<file path="src/rtl/phyp_pkg.sv">
// Package of constants, register map and helpers for the PHY port block.
// Assumes one 125 MHz clock and a control bus sampled on that clock.
package phyp_pkg;

    // ****************************************************************
    // Widths and timing.
    // ****************************************************************
    localparam int ADDR_W = 6;
    localparam int DATA_W = 8;
    localparam int PAIR_W = 9;               // Control flag and two symbols.
    localparam int FIFO_DEPTH = 32;
    localparam int CLK_MHZ = 125;
    localparam int LINE_MBPS = 125;
    localparam int BITS_PER_CLK = LINE_MBPS / CLK_MHZ;
    localparam int FRAME_BITS = 10;          // Flag, eight symbol bits, parity.
    localparam logic [3:0] FRAME_LAST = 4'h9;

    // ****************************************************************
    // Register map.
    // ****************************************************************
    localparam logic [5:0] MODE_OFS = 6'h00;
    localparam logic [5:0] TX_STATE_OFS = 6'h04;
    localparam logic [5:0] STATUS_OFS = 6'h08;
    localparam logic [5:0] RSVD_LOW_OFS = 6'h3e;
    localparam logic [5:0] RSVD_HIGH_OFS = 6'h3f;
    localparam int MODE_PERMIT_BIT = 0;
    localparam int STAT_CARRIER_BIT = 0;
    localparam int STAT_PERR_BIT = 1;
    localparam int STAT_FULL_BIT = 2;
    localparam int STAT_EMPTY_BIT = 3;
    localparam logic MODE_PERMIT_RST = 1'b0;
    localparam logic [2:0] TX_STATE_RST = 3'h0;
    localparam logic [2:0] OFF_TRANSMIT_CODE = 3'h0;
    localparam logic [7:0] IDLE_SYMBOLS = 8'hff;
    localparam logic IDLE_CTL = 1'b1;

    // Odd parity bit over a control flag and a symbol pair.
    function automatic logic odd_parity(input logic ctl, input logic [7:0] sym);
        odd_parity = ~(^{ctl, sym});
    endfunction

endpackage

</file>
<file path="src/rtl/phyp_port.sv">
// PHY port and transceiver pins with a small control bus register file.
// Assumes all inputs synchronous to CLOCK; pads resolve the open-drain
// and two-way pins from the enables.
`timescale 1ns/100ps
module phyp_port
    import phyp_pkg::*;
(
    // Clock and reset.
    input wire logic CLOCK,
    input wire logic NRST,
    // Transceiver side.
    input wire logic SERIAL_RX_IN,
    input wire logic CARRIER_PRESENT_IN,
    output logic SERIAL_TX_OUT,
    input wire logic TX_ENABLE_POLARITY,
    output logic PMD_TX_ENABLE_OUT,
    // Indicate path.
    output logic INDICATE_PARITY,
    output logic INDICATE_CTL_FLAG,
    output logic [7:0] INDICATE_SYMBOLS,
    // Request path.
    input wire logic REQUEST_VALID,
    output logic REQUEST_READY,
    input wire logic REQUEST_PARITY,
    input wire logic REQUEST_CTL_FLAG,
    input wire logic [7:0] REQUEST_SYMBOLS,
    // Control bus.
    input wire logic CE_N,
    input wire logic READ_NOT_WRITE,
    input wire logic [5:0] CB_ADDR,
    input wire logic [7:0] CB_DATA_I,
    output logic [7:0] CB_DATA_O,
    output logic CB_DATA_OE,
    input wire logic CB_PARITY_I,
    output logic CB_PARITY_O,
    output logic CB_PARITY_OE,
    output logic ACK_N_O,
    output logic ACK_N_OE
);

    logic tx_drive_permit_r;
    logic [2:0] tx_state_code_r;
    logic req_perr_r;
    logic ack_r;
    logic bus_take;
    logic wr_ok;
    logic [7:0] rd_val;
    logic off_transmit_state;
    logic req_bad;
    logic fifo_valid;
    logic fifo_pop;
    logic [8:0] fifo_data;
    logic [3:0] tx_cnt_r;
    logic [9:0] tx_shift_r;
    logic [3:0] rx_cnt_r;
    logic [8:0] rx_shift_r;

    // ****************************************************************
    // Control bus slave.
    // ****************************************************************
    // An access is taken once per low period of CE_N; the ack then holds
    // until CE_N rises, so a slow host cannot trigger a second write.
    assign bus_take = !CE_N && !ack_r;
    assign wr_ok = bus_take && !READ_NOT_WRITE
        && (CB_PARITY_I == odd_parity(1'b0, CB_DATA_I));

    // Read multiplexer; reserved and unmapped offsets read as zero.
    always_comb begin
        rd_val = 8'h00;
        unique case (CB_ADDR)
            MODE_OFS: rd_val[MODE_PERMIT_BIT] = tx_drive_permit_r;
            TX_STATE_OFS: rd_val[2:0] = tx_state_code_r;
            STATUS_OFS: begin
                rd_val[STAT_CARRIER_BIT] = CARRIER_PRESENT_IN;
                rd_val[STAT_PERR_BIT] = req_perr_r;
                rd_val[STAT_FULL_BIT] = !REQUEST_READY;
                rd_val[STAT_EMPTY_BIT] = !fifo_valid;
            end
            default: rd_val = 8'h00;
        endcase
    end

    // Handshake and read data pins.
    always_ff @(posedge CLOCK or negedge NRST) begin
        if (!NRST) begin
            ack_r <= 1'b0;
            ACK_N_O <= 1'b1;
            ACK_N_OE <= 1'b0;
            CB_DATA_O <= 8'h00;
            CB_DATA_OE <= 1'b0;
            CB_PARITY_O <= 1'b1;
            CB_PARITY_OE <= 1'b0;
        end else if (CE_N) begin
            ack_r <= 1'b0;
            ACK_N_O <= 1'b1;
            ACK_N_OE <= 1'b0;
            CB_DATA_OE <= 1'b0;
            CB_PARITY_OE <= 1'b0;
        end else if (bus_take) begin
            ack_r <= 1'b1;
            ACK_N_O <= 1'b0;
            ACK_N_OE <= 1'b1;
            CB_DATA_O <= rd_val;
            CB_PARITY_O <= odd_parity(1'b0, rd_val);
            CB_DATA_OE <= READ_NOT_WRITE;
            CB_PARITY_OE <= READ_NOT_WRITE;
        end
    end

    // 8-bit registers at 6-bit addresses; reserved offsets ignore writes.
    always_ff @(posedge CLOCK or negedge NRST) begin
        if (!NRST) begin
            tx_drive_permit_r <= MODE_PERMIT_RST;
            tx_state_code_r <= TX_STATE_RST;
        end else if (wr_ok) begin
            if (CB_ADDR == MODE_OFS) begin
                tx_drive_permit_r <= CB_DATA_I[MODE_PERMIT_BIT];
            end
            if (CB_ADDR == TX_STATE_OFS) begin
                tx_state_code_r <= CB_DATA_I[2:0];
            end
        end
    end

    // Sticky request parity error; a new error wins over a write-one clear.
    always_ff @(posedge CLOCK or negedge NRST) begin
        if (!NRST) begin
            req_perr_r <= 1'b0;
        end else if (req_bad) begin
            req_perr_r <= 1'b1;
        end else if (wr_ok && CB_ADDR == STATUS_OFS
                && CB_DATA_I[STAT_PERR_BIT]) begin
            req_perr_r <= 1'b0;
        end
    end

    // ****************************************************************
    // Transmitter enable.
    // ****************************************************************
    assign off_transmit_state = (tx_state_code_r == OFF_TRANSMIT_CODE);

    // Output follows polarity only while permitted and transmitting.
    always_ff @(posedge CLOCK or negedge NRST) begin
        if (!NRST) begin
            PMD_TX_ENABLE_OUT <= 1'b0;
        end else if (tx_drive_permit_r && !off_transmit_state) begin
            PMD_TX_ENABLE_OUT <= TX_ENABLE_POLARITY;
        end else begin
            PMD_TX_ENABLE_OUT <= !TX_ENABLE_POLARITY;
        end
    end

    // ****************************************************************
    // Request path into the FIFO and out on the serial line.
    // ****************************************************************
    // A pair with bad parity is dropped rather than sent, and flagged.
    assign req_bad = REQUEST_VALID && REQUEST_READY
        && (REQUEST_PARITY != odd_parity(REQUEST_CTL_FLAG, REQUEST_SYMBOLS));
    assign fifo_pop = fifo_valid && (tx_cnt_r == FRAME_LAST);

    phyp_fifo #(
        .WIDTH(PAIR_W),
        .DEPTH(FIFO_DEPTH)
    ) u_req_fifo (
        .clk(CLOCK),
        .rst_n(NRST),
        .in_valid(REQUEST_VALID && !req_bad),
        .in_ready(REQUEST_READY),
        .in_data({REQUEST_CTL_FLAG, REQUEST_SYMBOLS}),
        .out_valid(fifo_valid),
        .out_ready(fifo_pop),
        .out_data(fifo_data)
    );

    // One pair per ten line bits; idle pairs fill gaps in the stream.
    always_ff @(posedge CLOCK or negedge NRST) begin
        if (!NRST) begin
            tx_cnt_r <= 4'h0;
            tx_shift_r <= 10'h000;
        end else if (tx_cnt_r == FRAME_LAST) begin
            tx_cnt_r <= 4'h0;
            if (fifo_valid) begin
                tx_shift_r <= {fifo_data,
                    odd_parity(fifo_data[8], fifo_data[7:0])};
            end else begin
                tx_shift_r <= {IDLE_CTL, IDLE_SYMBOLS,
                    odd_parity(IDLE_CTL, IDLE_SYMBOLS)};
            end
        end else begin
            tx_cnt_r <= tx_cnt_r + 4'h1;
            tx_shift_r <= {tx_shift_r[8:0], 1'b0};
        end
    end

    // Line is held low while the transmitter is off.
    always_ff @(posedge CLOCK or negedge NRST) begin
        if (!NRST) begin
            SERIAL_TX_OUT <= 1'b0;
        end else begin
            SERIAL_TX_OUT <= tx_shift_r[9] && !off_transmit_state;
        end
    end

    // ****************************************************************
    // Serial receive to the indicate path.
    // ****************************************************************
    // Framing restarts whenever carrier is lost, so data are only
    // trusted while the receiver reports a line signal.
    always_ff @(posedge CLOCK or negedge NRST) begin
        if (!NRST) begin
            rx_cnt_r <= 4'h0;
            rx_shift_r <= 9'h000;
        end else if (!CARRIER_PRESENT_IN) begin
            rx_cnt_r <= 4'h0;
        end else if (rx_cnt_r == FRAME_LAST) begin
            rx_cnt_r <= 4'h0;
        end else begin
            rx_cnt_r <= rx_cnt_r + 4'h1;
            rx_shift_r <= {rx_shift_r[7:0], SERIAL_RX_IN};
        end
    end

    // Pair outputs change once per pair time and hold for ten clocks.
    always_ff @(posedge CLOCK or negedge NRST) begin
        if (!NRST) begin
            INDICATE_CTL_FLAG <= IDLE_CTL;
            INDICATE_SYMBOLS <= IDLE_SYMBOLS;
            INDICATE_PARITY <= odd_parity(IDLE_CTL, IDLE_SYMBOLS);
        end else if (!CARRIER_PRESENT_IN) begin
            INDICATE_CTL_FLAG <= IDLE_CTL;
            INDICATE_SYMBOLS <= IDLE_SYMBOLS;
            INDICATE_PARITY <= odd_parity(IDLE_CTL, IDLE_SYMBOLS);
        end else if (rx_cnt_r == FRAME_LAST) begin
            INDICATE_CTL_FLAG <= rx_shift_r[8];
            INDICATE_SYMBOLS <= rx_shift_r[7:0];
            INDICATE_PARITY <= odd_parity(rx_shift_r[8],
                rx_shift_r[7:0]);
        end
    end

endmodule // phyp_port

</file>
<file path="src/rtl/phyp_fifo.sv">
// Synchronous FIFO with valid and ready on both sides.
// Assumes one clock; read data come out of a register.
`timescale 1ns/100ps
module phyp_fifo #(
    parameter int WIDTH = 9,
    parameter int DEPTH = 32
) (
    // Clock and reset.
    input wire logic clk,
    input wire logic rst_n,
    // Fill side.
    input wire logic in_valid,
    output logic in_ready,
    input wire logic [WIDTH-1:0] in_data,
    // Drain side.
    output logic out_valid,
    input wire logic out_ready,
    output logic [WIDTH-1:0] out_data
);
    localparam int AW = $clog2(DEPTH);

    logic [WIDTH-1:0] mem_r [DEPTH];
    logic [AW-1:0] wr_ptr_r;
    logic [AW-1:0] rd_ptr_r;
    logic [AW-1:0] rd_ptr_nxt;
    logic [AW:0] count_r;
    logic [AW:0] count_nxt;
    logic push;
    logic pop;

    // ****************************************************************
    // Flow control.
    // ****************************************************************
    // Ready is registered so the filling party sees a clean level.
    assign push = in_valid & in_ready;
    assign pop = out_valid & out_ready;
    assign rd_ptr_nxt = pop ? rd_ptr_r + 1'b1 : rd_ptr_r;
    always_comb begin
        count_nxt = count_r;
        if (push && !pop) begin
            count_nxt = count_r + 1'b1;
        end else if (pop && !push) begin
            count_nxt = count_r - 1'b1;
        end
    end

    // Occupancy and flags.
    always_ff @(posedge clk or negedge rst_n) begin
        if (!rst_n) begin
            count_r <= '0;
            in_ready <= 1'b0;
            out_valid <= 1'b0;
        end else begin
            count_r <= count_nxt;
            in_ready <= (count_nxt != (AW+1)'(DEPTH));
            out_valid <= (count_nxt != '0);
        end
    end

    // Pointers.
    always_ff @(posedge clk or negedge rst_n) begin
        if (!rst_n) begin
            wr_ptr_r <= '0;
            rd_ptr_r <= '0;
        end else begin
            if (push) begin
                wr_ptr_r <= wr_ptr_r + 1'b1;
            end
            if (pop) begin
                rd_ptr_r <= rd_ptr_r + 1'b1;
            end
        end
    end

    // Storage has no reset so it can map onto memory cells.
    always_ff @(posedge clk) begin
        if (push) begin
            mem_r[wr_ptr_r] <= in_data;
        end
    end

    // Registered read port shows the word at the next head; a word being
    // written to that slot in the same cycle is bypassed, since the memory
    // would still hold the stale word when valid first rises.
    always_ff @(posedge clk or negedge rst_n) begin
        if (!rst_n) begin
            out_data <= '0;
        end else if (push && wr_ptr_r == rd_ptr_nxt) begin
            out_data <= in_data;
        end else begin
            out_data <= mem_r[rd_ptr_nxt];
        end
    end

endmodule // phyp_fifo

</file>
<file path="config.mk">
export PLATFORM = sky130hd
export DESIGN_NAME = phyp_port
export DESIGN_NICKNAME = d
export VERILOG_FILES = /design/src/rtl/phyp_pkg.sv /design/src/rtl/phyp_port.sv /design/src/rtl/phyp_fifo.sv
export SDC_FILE = /design/constraint.sdc
export NUM_CORES = 1
export LEC_CHECK = 0
export BUFFER_PORTS_ARGS = -buffer_cell sky130_fd_sc_hd__buf_2
export CAP_MARGIN = 20
export CELL_PAD_IN_SITES_DETAIL_PLACEMENT = 0
export CELL_PAD_IN_SITES_GLOBAL_PLACEMENT = 1
export CORE_ASPECT_RATIO = 0.5
export CORE_UTILIZATION = 30
export CTS_BUF_LIST = sky130_fd_sc_hd__clkbuf_2
export DETAILED_ROUTE_END_ITERATION = 7
export PLACE_DENSITY_LB_ADDON = 0.1
export REMOVE_ABC_BUFFERS = 1
export SLEW_MARGIN = 20
export SYNTH_ARGS = -nofsm -noshare
export SYNTH_HDL_FRONTEND = slang
export SYNTH_SLANG_ARGS = --single-unit
</file>
<file path="constraint.sdc">
create_clock -name CLOCK -period 2.9 [get_ports CLOCK]
set_input_delay 0 -clock CLOCK [delete_from_list [all_inputs] [get_ports CLOCK]]
set_output_delay 0 -clock CLOCK [all_outputs]
set_load 0.02 [all_outputs]
</file>
**Word-level counts from Yosys, hierarchy flattened**

Memory sizes are Yosys's and may differ from the RTL's. A register that Yosys moved wholly into a read port is not among the register bits.
Index checks and enable logic that the tools add are counted.

- Add/sub/neg operators: 6
- Eq/ne operators: 8
- Muxes and demuxes: 28
- Bitwise logic cells: 9
- Reductions and logical operators: 38

Operator list:

| kind | count |
|---|---|
| $reduce_xor 9->1 | 5 |
| $mux 10 | 2 |
| $mux 1 | 16 |
| $mux 8 | 2 |
| $logic_and 1x1->1 | 13 |
| $mux 4 | 3 |
| $mux 6 | 2 |
| $logic_not 1->1 | 11 |
| $add 5x1->5 const B | 2 |
| $add 4x1->4 const B | 2 |
| $eq 4x4->1 const B | 2 |
| $reduce_and 2->1 | 4 |
| $not 1->1 | 7 |
| $add 6x1->6 const B | 1 |
| $eq 6x3->1 const B | 1 |
| $eq 6x4->1 const B | 1 |
| $logic_not 6->1 | 1 |
| $ne 6x6->1 const B | 1 |
| $reduce_bool 6->1 | 1 |
| $sub 6x1->6 const B | 1 |
| $mux 5 | 1 |
| $pmux 2 s2 | 1 |
| $reduce_bool 2->1 | 2 |
| $logic_not 3->1 | 1 |
| other kinds (5) | 6 |

- Register bits: 70
- Memory bits (writable): 288
- Bits of input ports: 33
- Output and inout bits: 26
- Logic and storage cells: 112
- Memories: 1

Memory list:

| name | depth | bits a word | read ports | clocked after memory_dff | write ports | RTL line | source |
|---|---|---|---|---|---|---|---|
| u_req_fifo.mem_r | 32 | 9 | 1 | 1 | 1 | phyp_fifo.sv:22 | `logic [WIDTH-1:0] mem_r [DEPTH];` |

**Longest topological paths before layout**

Gate-level depths: netlist of the first run.

- Depth in word-level cells: 12
- Mapped depth: 11
- Depth with buffers taken out: 9

**By module**

Synthesis of the first run repeated with hierarchy kept, for this count alone.

- Cell total of the unflattened synthesis: 1,460
- Area total of the unflattened synthesis: 17,580.6 um2

Modules (own cells, without submodules):

| module | times used | cells each | area an instance (um2) | seq. area each (um2) |
|---|---|---|---|---|
| phyp_fifo | 1 | 1,214 | 15,010.6 | 9,323.9 |
| phyp_port | 1 | 246 | 2,570.0 | 1,315.0 |

**Worst setup path after synthesis of the first run**

OpenSTA, ideal clock, no wires.

- Kind: register to register
- Start point: register u_req_fifo.rd_ptr_r[1]
- End point: register u_req_fifo.out_data[4], read port of u_req_fifo.mem_r
- Library setup time: 128 ps
- Arrival: 2,702 ps
- Data required time: 2,772 ps
- Path slack: 70 ps
- Cell stages (with the launch flop): 11
- Buffers on the path: 3
- Clock period less this slack: 2,830 ps
- Path through: dfrtp_1 > ha_1 > clkbuf_1 > buf_1 > buf_1 > mux2i_1 > nand2_1 > a41o_1 > a31oi_1 > a31oi_1 > mux2_1

- Cells in the longest elaborated chain, start to end: 2

Ends and longest elaborated chain:

| element | RTL line | source |
|---|---|---|
| start, declared | phyp_fifo.sv:24 | `logic [AW-1:0] rd_ptr_r;` |
| start signal, assigned | phyp_fifo.sv:70 | `rd_ptr_r <= rd_ptr_r + 1'b1;` |
| $add 5x1->5 | phyp_fifo.sv:37 | `assign rd_ptr_nxt = pop ? rd_ptr_r + 1'b1 : rd_ptr_r;` |
| $mux 5 (*) | phyp_fifo.sv:37 |  |
| end, declared | phyp_fifo.sv:18 | `output logic [WIDTH-1:0] out_data` |

Every way passes the cells marked *; elsewhere a longest branch is shown, timed or not.
A chain may end at the register's enable or synchronous reset.

**Worst setup path in the final report of the first run**

- Start point: register u_req_fifo.rd_ptr_r[1]
- End point: register u_req_fifo.out_data[2], read port of u_req_fifo.mem_r

The elaborated chain is that of the path after synthesis.

==> out/results.ini, run 1 <==
[worst_setup_path]
timing.reg2reg.setup_slack_ns=0.10
reg2regPathDepth=8
cp.arrival_ns=3.73
worst-endpoint-required_ns=3.83
endpoint_kind=register
timing.rr.start=u_req_fifo.rd_ptr_r[1]
crit-reg2reg-capture=u_req_fifo.out_data[2]
worstPathMaxFanout=48
cp-start-kind=register
criticalPathCategory=reg -> reg

[timing]
final_clock_period_utilization_by_the_worst_path_pct=96.5
max_slew.worst_pin.slew_ns=0.747
timing.final.hold_violations=0
worst_max_slew_margin_expressed_relative_to_the_limit_pct=48.9
post-route-min-period_ns=2.80
fin_setup_tns_ns=0
finalClockSkew_ns=0.159
achievable-frequency_mhz=357
hold_slack_ns=0.119
report.final.slew_viol_count=0
setup_violations=0

[synthesis]
synthCells=1335
synth.yosys.warnings=0
syn_area_um2=17700
synth.yosys.seq_area_share_pct=60.0
synth.area.top_cells=sky130_fd_sc_hd__edfxtp_1 (49%), sky130_fd_sc_hd__dfrtp_1 (9.6%), sky130_fd_sc_hd__mux2i_1 (4.9%)
synth_async_sr_flop_share_pct=21.5
synth_enable_flop_cells=288
dominantRegCellSynth=sky130_fd_sc_hd__edfxtp_1
yosysTopAreaCell=sky130_fd_sc_hd__edfxtp_1
netlist.area_leader.share_pct=48.8
ys_seq_elements=367
post_synth.cell_area_avg_um2=13.3
synth.lib_cells_used.distinct=88

[power_and_ir_drop]
power.static_leakage_uw=0.00764
ir_drop_worst_case_vdd_v=0.000422
power_switching_uw=6840
p_comb_share_pct=42.5
power_frac_clock_pct=20.1
internal-power_uw=10500
power_per_cell_area_nw_per_um2=806
seq_power_share_pct=37.4
power_switching_share_pct=39.4

[grt]
grt_overflow_total=0
first_pass_grt_wire_length_mm=85.3
grt_start_max_net_pins=61
grt_antenna_before_repair=3
grt_pass1_vias=12864
groute.usage.overall_pct=19.3

[detailed_routing]
routedWlPerCell_um=23.9
detailroute.via_count=13091
first_pass_iters=7
post_drt_via_cell_ratio=5.36
finalWirelength_mm=58.5
dr.first_iter.drc_count=1043
drt.antenna.violating_nets=0
post-route-drc-count=0

[clock_network]
ctsHtreeMaxLevel=3
clk_root_buffer_cell=sky130_fd_sc_hd__clkbuf_2
clk_pin_slew_ns=0.12
cts_tree=yes
cts_num_sinks=367
cts-buffers-inserted=91
clk_buf_depth=3
clkLatencyLatePin_ns=1.16

[layout]
synthToLayoutAreaGrowth_pct=21.5
post_route_cells_drive_above_1_share_pct=28.7
multi_input_comb_area_um2=6690
post-route-util_pct=37.2
fillers=5642
most_frequent_standard_cell_in_the_layout_excluding_fill_and_tap_cells=sky130_fd_sc_hd__edfxtp_1
final-instance-count-excl-fill=2444
finalNetCount=1649
final_cell_mix=sky130_fd_sc_hd__edfxtp_1 (288), sky130_fd_sc_hd__buf_4 (142), sky130_fd_sc_hd__nand2_1 (130)
final-seq-area_um2=10600

[floorplan]
initial_core_util_pct=30.6
fp.dieH_um=174
placeableCoreArea_um2=57900
rows=62
floorplan.io_pins=59
die-width_um=346
fp.dieArea_um2=60100

[place]
detailed_place_hpwl_mm=38.3
dp.cells=2220
place_congestion=0.830
portBuffers=54

[run_status]
outcome=completed

[run]
max_cap_violation_count=0

[hold_path]
hold_end=u_req_fifo.mem_r[11][8]
worst_hold_startpoint=REQUEST_CTL_FLAG
hold_depth=3
worst_min_delay_path_category=in -> reg

-- critical path, stage by stage (launching register included) --
cell and delay [ns]:
sky130_fd_sc_hd__dfrtp_4 0.50, sky130_fd_sc_hd__ha_2 0.38, sky130_fd_sc_hd__buf_12 0.34, sky130_fd_sc_hd__mux4_2 0.36, sky130_fd_sc_hd__mux2_2 0.27, sky130_fd_sc_hd__a22oi_1 0.17
sky130_fd_sc_hd__and4_1 0.22, sky130_fd_sc_hd__a31oi_2 0.07, sky130_fd_sc_hd__mux2_1 0.34
-- layout make-up --
class	instances	share of cell area [%]
flip-flops and latches	367	49.4
inverters	16	0.279
well taps	768	4.46
multi-input cells	854	31.0
diodes	2	0.0232
clock inverters	32	0.726
clock buffers	128	2.97
repair buffers	277	11.1
-- synth_stat cells, types with 4 or more instances --
master / number
sky130_fd_sc_hd__nor4_1: 9
sky130_fd_sc_hd__xor2_1: 7
sky130_fd_sc_hd__nand3_1: 40
sky130_fd_sc_hd__a211oi_1: 13
sky130_fd_sc_hd__mux2_1: 7
sky130_fd_sc_hd__o221ai_1: 59
sky130_fd_sc_hd__nor3_1: 12
sky130_fd_sc_hd__nand2_1: 131
sky130_fd_sc_hd__a21oi_1: 15
sky130_fd_sc_hd__buf_4: 6
sky130_fd_sc_hd__nor2_1: 50
sky130_fd_sc_hd__xnor2_1: 42
sky130_fd_sc_hd__a211o_1: 10
sky130_fd_sc_hd__o211ai_1: 4
sky130_fd_sc_hd__o31a_1: 5
sky130_fd_sc_hd__ha_1: 9
sky130_fd_sc_hd__and4_1: 7
sky130_fd_sc_hd__mux4_2: 32
sky130_fd_sc_hd__edfxtp_1: 288
sky130_fd_sc_hd__a31oi_1: 24
sky130_fd_sc_hd__a22oi_1: 26
sky130_fd_sc_hd__buf_2: 28
sky130_fd_sc_hd__o21ai_0: 49
sky130_fd_sc_hd__mux2_2: 35
sky130_fd_sc_hd__dfstp_2: 11
sky130_fd_sc_hd__inv_1: 14
sky130_fd_sc_hd__o21ai_1: 4
sky130_fd_sc_hd__clkbuf_1: 50
sky130_fd_sc_hd__mux2i_1: 87
sky130_fd_sc_hd__o22a_1: 16
sky130_fd_sc_hd__dfrtp_1: 68
sky130_fd_sc_hd__nand2b_1: 20
sky130_fd_sc_hd__nand4_1: 5
sky130_fd_sc_hd__a32oi_1: 7
sky130_fd_sc_hd__buf_1: 17
sky130_fd_sc_hd__o22ai_1: 47
sky130_fd_sc_hd__a41o_1: 7
-- metrics by stage --
stage	area [µm²]	setup slack, ns	power [µW]
final	21500	0.101	17400
after global routing	21500	-0.0223	18400
after CTS	21400	0.0126	17500
after detailed placement	20000	-0.0470	13800
after global placement	20000	0.0137	13800
after floorplan	17300	-5.40	10800
-- sequential cells by signal (all words and copies together) (netlist names), 4 cells and up --
register,count
u_req_fifo.count_r,6
u_req_fifo.rd_ptr_r,5
tx_cnt_r,4
u_req_fifo.mem_r,288
tx_shift_r,10
u_req_fifo.out_data,9
INDICATE_SYMBOLS,8
CB_DATA_O,4
rx_cnt_r,4
u_req_fifo.wr_ptr_r,5
rx_shift_r,9
-- kinds of logic (layout without fill, tap and decap cells) --
logic type | Yosys count | in the layout | share of synthesized area, %
muxes | 161 | 161 | 11.6
DFF | 367 | 367 | 60.0
and+or+nand+nor | 306 | 306 | 8.44
AOI/OAI and AO/OA | 319 | 319 | 13.4
buffers and inverters | 117 | 453 | 2.80
other | 1 | 6 | 0.0212
xor gates and xnor gates | 55 | 55 | 3.05
adders and majority gates | 9 | 9 | 0.635
-- routing by layer --
| metal | vias to the layer above | routed length (µm) | track usage (%) |
|---|---|---|---|
| met5 | - | 0 | 0 |
| met4 | 0 | 888 | 4.69 |
| met3 | 79 | 4910 | 6.15 |
| met2 | 442 | 24600 | 27.6 |
| met1 | 6699 | 28100 | 28.1 |
| li1 | 5871 | - | - |
-- power by group through the flow --
| stage | clock network (µW) | logic [µW] | registers, µW |
|---|---|---|---|
| final | 3490 | 7370 | 6500 |
| after global routing | 3890 | 7940 | 6550 |
| after CTS | 3660 | 7330 | 6490 |
| after detailed placement | 0 | 7200 | 6600 |
| after global placement | 0 | 7180 | 6610 |
| after floorplan | 0 | 4110 | 6660 |
-- how the worst max path moves through the flow --
stage / slack, ns / cells past startpoint / start / end
2_1_floorplan: -5.40 / 7 / u_req_fifo.rd_ptr_r[0] / u_req_fifo.out_data[6]
5_1_grt: -0.02 / 9 / tx_cnt_r[1] / u_req_fifo.out_data[7]
6_report: 0.10 / 8 / u_req_fifo.rd_ptr_r[1] / u_req_fifo.out_data[2]
3_3_place_gp: 0.01 / 10 / tx_cnt_r[2] / u_req_fifo.out_data[2]
4_1_cts: 0.01 / 5 / ack_r / tx_state_code_r[2]
3_5_place_dp: -0.05 / 9 / tx_cnt_r[1] / u_req_fifo.out_data[2]
-- repair_timing --
action | in CTS | in global routing
setup endpoints to repair | 2 | 11
pin swaps | 0 | 2
buffers inserted | 0 | 2
endpoints found under the hold margin | 439 | 0
hold buffers | 59 | 0
gates resized for setup | 2 | 16
cloned | 0 | 1
Note: power is estimated with default switching activity, not from simulation.
==> run 2: changes to the inputs <==
--- a/config.mk
+++ b/config.mk
@@ -13,6 +13,7 @@
 export CORE_UTILIZATION = 30
 export CTS_BUF_LIST = sky130_fd_sc_hd__clkbuf_2
 export DETAILED_ROUTE_END_ITERATION = 7
+export MAX_ROUTING_LAYER = met4
 export PLACE_DENSITY_LB_ADDON = 0.1
 export REMOVE_ABC_BUFFERS = 1
 export SLEW_MARGIN = 20
==> out/results.ini, run 2 (synthesis gave the netlist of run 1 again) <==
[worst_setup_path]
worstPathMaxFanout=7
endpoint_kind=register
criticalPathCategory=reg -> reg
worst-endpoint-required_ns=3.80
cp.arrival_ns=3.80
cp-start-kind=register

[grt]
groute.usage.overall_pct=20.0
grt_start_max_net_pins=49
grt_overflow_total=0
global_route.usage.met1_pct=29.5
first_pass_grt_wire_length_mm=85.3
met2_usage_pct=27.6
grt_antenna_before_repair=3
grt_pass1_vias=12616
busiest_layer=met1
global_routing_usage_on_met3_pct=4.20

[timing]
fin_setup_tns_ns=-0.00590
final_clock_period_utilization_by_the_worst_path_pct=100
achievable-frequency_mhz=344
post-route-min-period_ns=2.91
report.final.slew_viol_count=0
timing.final.hold_violations=0
setup_violations=1
max_slew.worst_pin.slew_ns=0.752
finalClockSkew_ns=0.0920
setup_slack_ns=-0.00590
worst_max_slew_margin_expressed_relative_to_the_limit_pct=49.9

[layout]
largest_register_ff_count=288
post-route-util_pct=37.5
final_cell_mix=sky130_fd_sc_hd__edfxtp_1 (288), sky130_fd_sc_hd__buf_4 (155), sky130_fd_sc_hd__nand2_1 (130), sky130_fd_sc_hd__clkbuf_2 (130), sky130_fd_sc_hd__mux2i_1 (87)
post_route_cells_drive_above_1_share_pct=29.5
most_frequent_standard_cell_in_the_layout_excluding_fill_and_tap_cells=sky130_fd_sc_hd__edfxtp_1
synthToLayoutAreaGrowth_pct=22.5
finalNetCount=1666
register_bank_with_the_most_flops=u_req_fifo.mem_r
reg.largest.list=u_req_fifo.mem_r (288), tx_shift_r (10)

[place]
place_congestion=0.865
dp_slack_ns=0.0367
portBuffers=54
detailed_place_hpwl_mm=39.3

[clock_network]
clkLatencyLatePin_ns=1.09
cts-buffers-inserted=92
clk_root_buffer_cell=sky130_fd_sc_hd__clkbuf_2
cts_tree=yes
ctsHtreeMaxLevel=3
clk_buf_depth=3
cts_num_sinks=367
clk_pin_slew_ns=0.11

[detailed_routing]
routedWlPerCell_um=24.4
finalWirelength_mm=59.7
detailroute.via_count=13079
drt.antenna.violating_nets=0
post-route-drc-count=0
post_drt_via_cell_ratio=5.34
dr.first_iter.drc_count=1160
first_pass_iters=5

[run_status]
outcome=finished with violations
violated_checks=setup timing

[floorplan]
fp.dieArea_um2=60100
rows=62
die-width_um=346
initial_core_util_pct=30.6
floorplan.io_pins=59
placeableCoreArea_um2=57900
fp.dieH_um=174

[hold_path]
worst_min_delay_path_category=in -> reg

[power_and_ir_drop]
design_power_total_uw=17900
power.static_leakage_uw=0.00774
power_per_cell_area_nw_per_um2=824
ir_drop_worst_case_vdd_v=0.000343

[run]
max_cap_violation_count=0

==> run 2: changes by cell type in the layout (fill, tap and decap cells not counted), moves of 3 or more <==
cell | before | now
sky130_fd_sc_hd__dlygate4sd3_1 | 58 | 53
sky130_fd_sc_hd__clkinv_1 | 21 | 13
sky130_fd_sc_hd__clkinv_2 | 5 | 2
sky130_fd_sc_hd__buf_4 | 142 | 155
sky130_fd_sc_hd__inv_6 | 4 | 0
==> run 2: layer usage <==
layer	vias up	routed length, µm
met3	81	4120
met5	-	0
met1	6644	29700
met4	0	1150
met2	462	24700
li1	5892	-
==> run 2: repair_timing <==
action	in CTS	in global routing
setup endpoints to repair	2	12
hold endpoints to repair	427	0
hold buffers	54	0
pin swaps	0	7
resized for setup	4	21
cloned	0	3
buffers inserted	0	7
==> run 2: path summary, 6_finish.rpt <==
check,start,to,slack (ns),depth (start not counted)
worst max register to register,u_req_fifo.rd_ptr_r[0],u_req_fifo.out_data[7],-0.006,11
worst max-delay path,u_req_fifo.rd_ptr_r[0],u_req_fifo.out_data[7],-0.006,11
min in group asynchronous,NRST,u_req_fifo.rd_ptr_r[2],0.53,5
max in group asynchronous,NRST,INDICATE_SYMBOLS[3],1.67,6
worst min-delay path,REQUEST_SYMBOLS[2],u_req_fifo.mem_r[26][2],0.11,3
worst min register to register,tx_shift_r[4],tx_shift_r[5],0.44,2
==> run 2: worst max-delay path, cell delays in order, from the launching register on <==
cell and delay, ns:
sky130_fd_sc_hd__dfrtp_4 0.53, sky130_fd_sc_hd__ha_4 0.31, sky130_fd_sc_hd__buf_6 0.10, sky130_fd_sc_hd__nand3_4 0.18
sky130_fd_sc_hd__buf_12 0.21, sky130_fd_sc_hd__buf_4 0.14, sky130_fd_sc_hd__o221a_2 0.26, sky130_fd_sc_hd__o211ai_1 0.34
sky130_fd_sc_hd__o211ai_1 0.21, sky130_fd_sc_hd__o2111ai_2 0.15, sky130_fd_sc_hd__buf_4 0.19, sky130_fd_sc_hd__mux2i_1 0.08
==> run 2: cell type report <==
class | count | area [µm²]
fillers | 5569 | 36200
flip-flops and latches | 367 | 10700
multi-input cells | 854 | 6690
repair buffers | 293 | 2590
well taps | 768 | 961
clock buffers | 130 | 651
clock inverters | 18 | 104
inverters | 16 | 60.1
diodes | 2 | 5.00
==> run 2: stage by stage <==
stage	hold slack [ns]	cell area, µm²	std cells
global placement	0.0662	20100	2234
CTS	0.00218	21500	2436
finish	0.111	21700	2448
global route	0.00710	21700	2447
floorplan	-0.296	17300	1237
detailed placement	0.0681	20100	2234
==> run 2: where the power goes <==
group          total (µW)  internal, µW  switching (µW)
registers            6550          6070             480
clock network        3480          1270            2210
logic                7870          3520            4350
total               17900         10900            7040
==> run 3: changes to the inputs <==
--- a/config.mk
+++ b/config.mk
@@ -5,6 +5,7 @@
 export SDC_FILE = /design/constraint.sdc
 export NUM_CORES = 1
 export LEC_CHECK = 0
+export ABC_AREA = 1
 export BUFFER_PORTS_ARGS = -buffer_cell sky130_fd_sc_hd__buf_2
 export CAP_MARGIN = 20
 export CELL_PAD_IN_SITES_DETAIL_PLACEMENT = 0
@@ -13,6 +14,7 @@
 export CORE_UTILIZATION = 30
 export CTS_BUF_LIST = sky130_fd_sc_hd__clkbuf_2
 export DETAILED_ROUTE_END_ITERATION = 7
+export HOLD_SLACK_MARGIN = 0.02
 export MAX_ROUTING_LAYER = met4
 export PLACE_DENSITY_LB_ADDON = 0.1
 export REMOVE_ABC_BUFFERS = 1
==> out/results.ini, run 3 <==
[floorplan]
rows=60
fp.dieH_um=167
initial_core_util_pct=30.4
placeableCoreArea_um2=53800
floorplan.io_pins=59
die-width_um=332
fp.dieArea_um2=55500

[synthesis]
synthCells=1550
dominantRegCellSynth=sky130_fd_sc_hd__edfxtp_1
post-synth-top-count-cell=sky130_fd_sc_hd__nand2_1
yosysTopAreaCell=sky130_fd_sc_hd__edfxtp_1
synth.area.top_cells=sky130_fd_sc_hd__edfxtp_1 (53%), sky130_fd_sc_hd__dfrtp_1 (10%), sky130_fd_sc_hd__nand2_1 (10%)
netlist.area_leader.share_pct=52.9
syn_area_um2=16300
synth.yosys.warnings=0
synth_enable_flop_cells=288
synth_commonest_cells=sky130_fd_sc_hd__nand2_1 (444), sky130_fd_sc_hd__edfxtp_1 (288), sky130_fd_sc_hd__nand3_1 (224)
post_synth.cell_area_avg_um2=10.5
ys_seq_elements=367
synth_async_sr_flop_share_pct=21.5
synth.lib_cells_used.distinct=45
synth.yosys.seq_area_share_pct=65.1

[detailed_routing]
drt.antenna.violating_nets=0
routedWlPerCell_um=20.0
post-route-drc-count=1
detailroute.via_count=12068
dr.first_iter.drc_count=879
post_drt_via_cell_ratio=4.72
first_pass_iters=7
finalWirelength_mm=51.1

[clock_network]
cts_num_sinks=367
cts_tree=yes
cts-buffers-inserted=90
clkLatencyLatePin_ns=1.07
clk_buf_depth=3
clk_pin_slew_ns=0.09
ctsHtreeMaxLevel=3
clk_root_buffer_cell=sky130_fd_sc_hd__clkbuf_2

[layout]
reg.largest.list=u_req_fifo.mem_r (288), tx_shift_r (10)
post-route-util_pct=36.0
synthToLayoutAreaGrowth_pct=18.5
most_frequent_standard_cell_in_the_layout_excluding_fill_and_tap_cells=sky130_fd_sc_hd__nand2_1
finalNetCount=1817
largest_register_ff_count=288
post_route_cells_drive_above_1_share_pct=17.0
final-instance-count-excl-fill=2558
final_cell_mix=sky130_fd_sc_hd__nand2_1 (442), sky130_fd_sc_hd__edfxtp_1 (288), sky130_fd_sc_hd__nand3_1 (224)
fillers=5411
register_bank_with_the_most_flops=u_req_fifo.mem_r

[timing]
worst_max_slew_margin_expressed_relative_to_the_limit_pct=55.2
timing.final.hold_violations=0
achievable-frequency_mhz=355
unrepaired_setup_endpoints_after_global_routing=no
post-route-min-period_ns=2.81
setup_violations=0
finalClockSkew_ns=0.113
report.final.slew_viol_count=0
max_slew.worst_pin.slew_ns=0.670
final_clock_period_utilization_by_the_worst_path_pct=97.0

[grt]
grt_pass1_vias=11978
first_pass_grt_wire_length_mm=76.8
grt_antenna_before_repair=3
grt_overflow_total=0
groute.usage.overall_pct=19.2
grt_start_max_net_pins=101

[power_and_ir_drop]
design_power_total_uw=16800
power.static_leakage_uw=0.00805
power_per_cell_area_nw_per_um2=867
ir_drop_worst_case_vdd_v=0.000534

[run_status]
outcome=finished with violations
violated_checks=DRC

[worst_setup_path]
criticalPathCategory=in -> reg
worst-endpoint-required_ns=3.81
worstPathMaxFanout=2
cp-start-kind=primary input
endpoint_kind=register
cp.arrival_ns=3.72

[hold_path]
worst_min_delay_path_category=in -> reg

[place]
place_congestion=0.837
dp.cells=2321
detailed_place_hpwl_mm=32.4
portBuffers=54

[run]
max_cap_violation_count=0

==> run 3: cell count changes after synthesis, sizes merged, moves of 33 or more <==
cell	before	now
o211ai	4	37
o22ai	47	1
nand2	131	448
inv	15	151
mux2	42	0
mux2i	87	0
o221ai	59	1
nand3b	3	47
nand3	41	225
==> run 3: worst paths after layout <==
kind / from / to / slack (ns) / cells past startpoint
worst max-delay path: CB_ADDR[0] / CB_PARITY_O / 0.09 / 14
worst min register to register: INDICATE_CTL_FLAG / INDICATE_CTL_FLAG / 0.47 / 2
worst max register to register: tx_cnt_r[3] / u_req_fifo.out_data[3] / 0.24 / 16
min in group asynchronous: NRST / tx_shift_r[2] / 0.63 / 5
max in group asynchronous: NRST / INDICATE_CTL_FLAG / 1.89 / 5
worst min-delay path: CB_ADDR[3] / tx_state_code_r[2] / 0.19 / 7
==> run 3: timing repair <==
item                                    CTS  global route
hold buffers                             73             1
endpoints found under the hold margin   424             5
resized for setup                         1            10
buffers inserted                          0             1
endpoints found under the setup margin    1            30
==> run 3: per-layer routing <==
metal | vias to the layer above | track usage [%] | wire length [µm]
met1 | 5940 | 27.7 | 25500
met2 | 334 | 27.2 | 21700
met4 | 0 | 4.75 | 803
met5 | - | - | 0
met3 | 64 | 4.20 | 3040
li1 | 5730 | - | -
==> run 3: report_power, final <==
part / internal, µW / switching [µW]
Sequential: 6060 / 326
Clock: 1250 / 2200
Combinational: 2190 / 4780
==> run 3: final cells by class <==
| type | count | area [µm²] | area share, % |
|---|---|---|---|
| inverter | 153 | 581 | 3.00 |
| clock inverter | 24 | 101 | 0.523 |
| antenna | 1 | 2.50 | 0.0129 |
| tap | 713 | 892 | 4.60 |
| sequential | 367 | 10600 | 54.9 |
| multi-input combinational | 955 | 4770 | 24.6 |
| clock buffer | 137 | 686 | 3.54 |
| timing repair buffer | 208 | 1700 | 8.79 |
==> run 3: worst max-delay path, cell delays in order <==
cell and delay (ns):
sky130_fd_sc_hd__dlygate4sd3_1 0.53, sky130_fd_sc_hd__buf_2 0.12, sky130_fd_sc_hd__dlygate4sd3_1 0.57, sky130_fd_sc_hd__nor4_1 0.24
sky130_fd_sc_hd__dlygate4sd3_1 0.60, sky130_fd_sc_hd__nand2_1 0.05, sky130_fd_sc_hd__dlygate4sd3_1 0.55, sky130_fd_sc_hd__o221ai_1 0.07
sky130_fd_sc_hd__dlygate4sd3_1 0.61, sky130_fd_sc_hd__xnor2_1 0.14, sky130_fd_sc_hd__inv_1 0.06, sky130_fd_sc_hd__nand2_1 0.05
sky130_fd_sc_hd__nand3_1 0.06, sky130_fd_sc_hd__nand2_1 0.06
==> run 3: cell families after synthesis <==
logic type	synth area share, %
fa+ha+maj	0.689
buf+inv	6.20
compound gates	4.11
other cells	0.0229
xor+xnor	2.24
simple gates	21.7
flops	65.1
==> run 3: stage by stage <==
| step | worst slack (ns) | TNS (ns) | area [µm²] | hold WS [ns] |
|---|---|---|---|---|
| after detailed placement | -0.0596 | -0.0596 | 17800 | 0.160 |
| after global routing | 0.00469 | 0 | 19400 | 0.102 |
| after floorplan | -4.02 | -41.30 | 15900 | -0.296 |
| final | 0.0859 | 0 | 19400 | 0.189 |
| after global placement | -0.0367 | -0.0367 | 17800 | 0.148 |
| after CTS | 0.0313 | 0 | 19300 | 0.0406 |
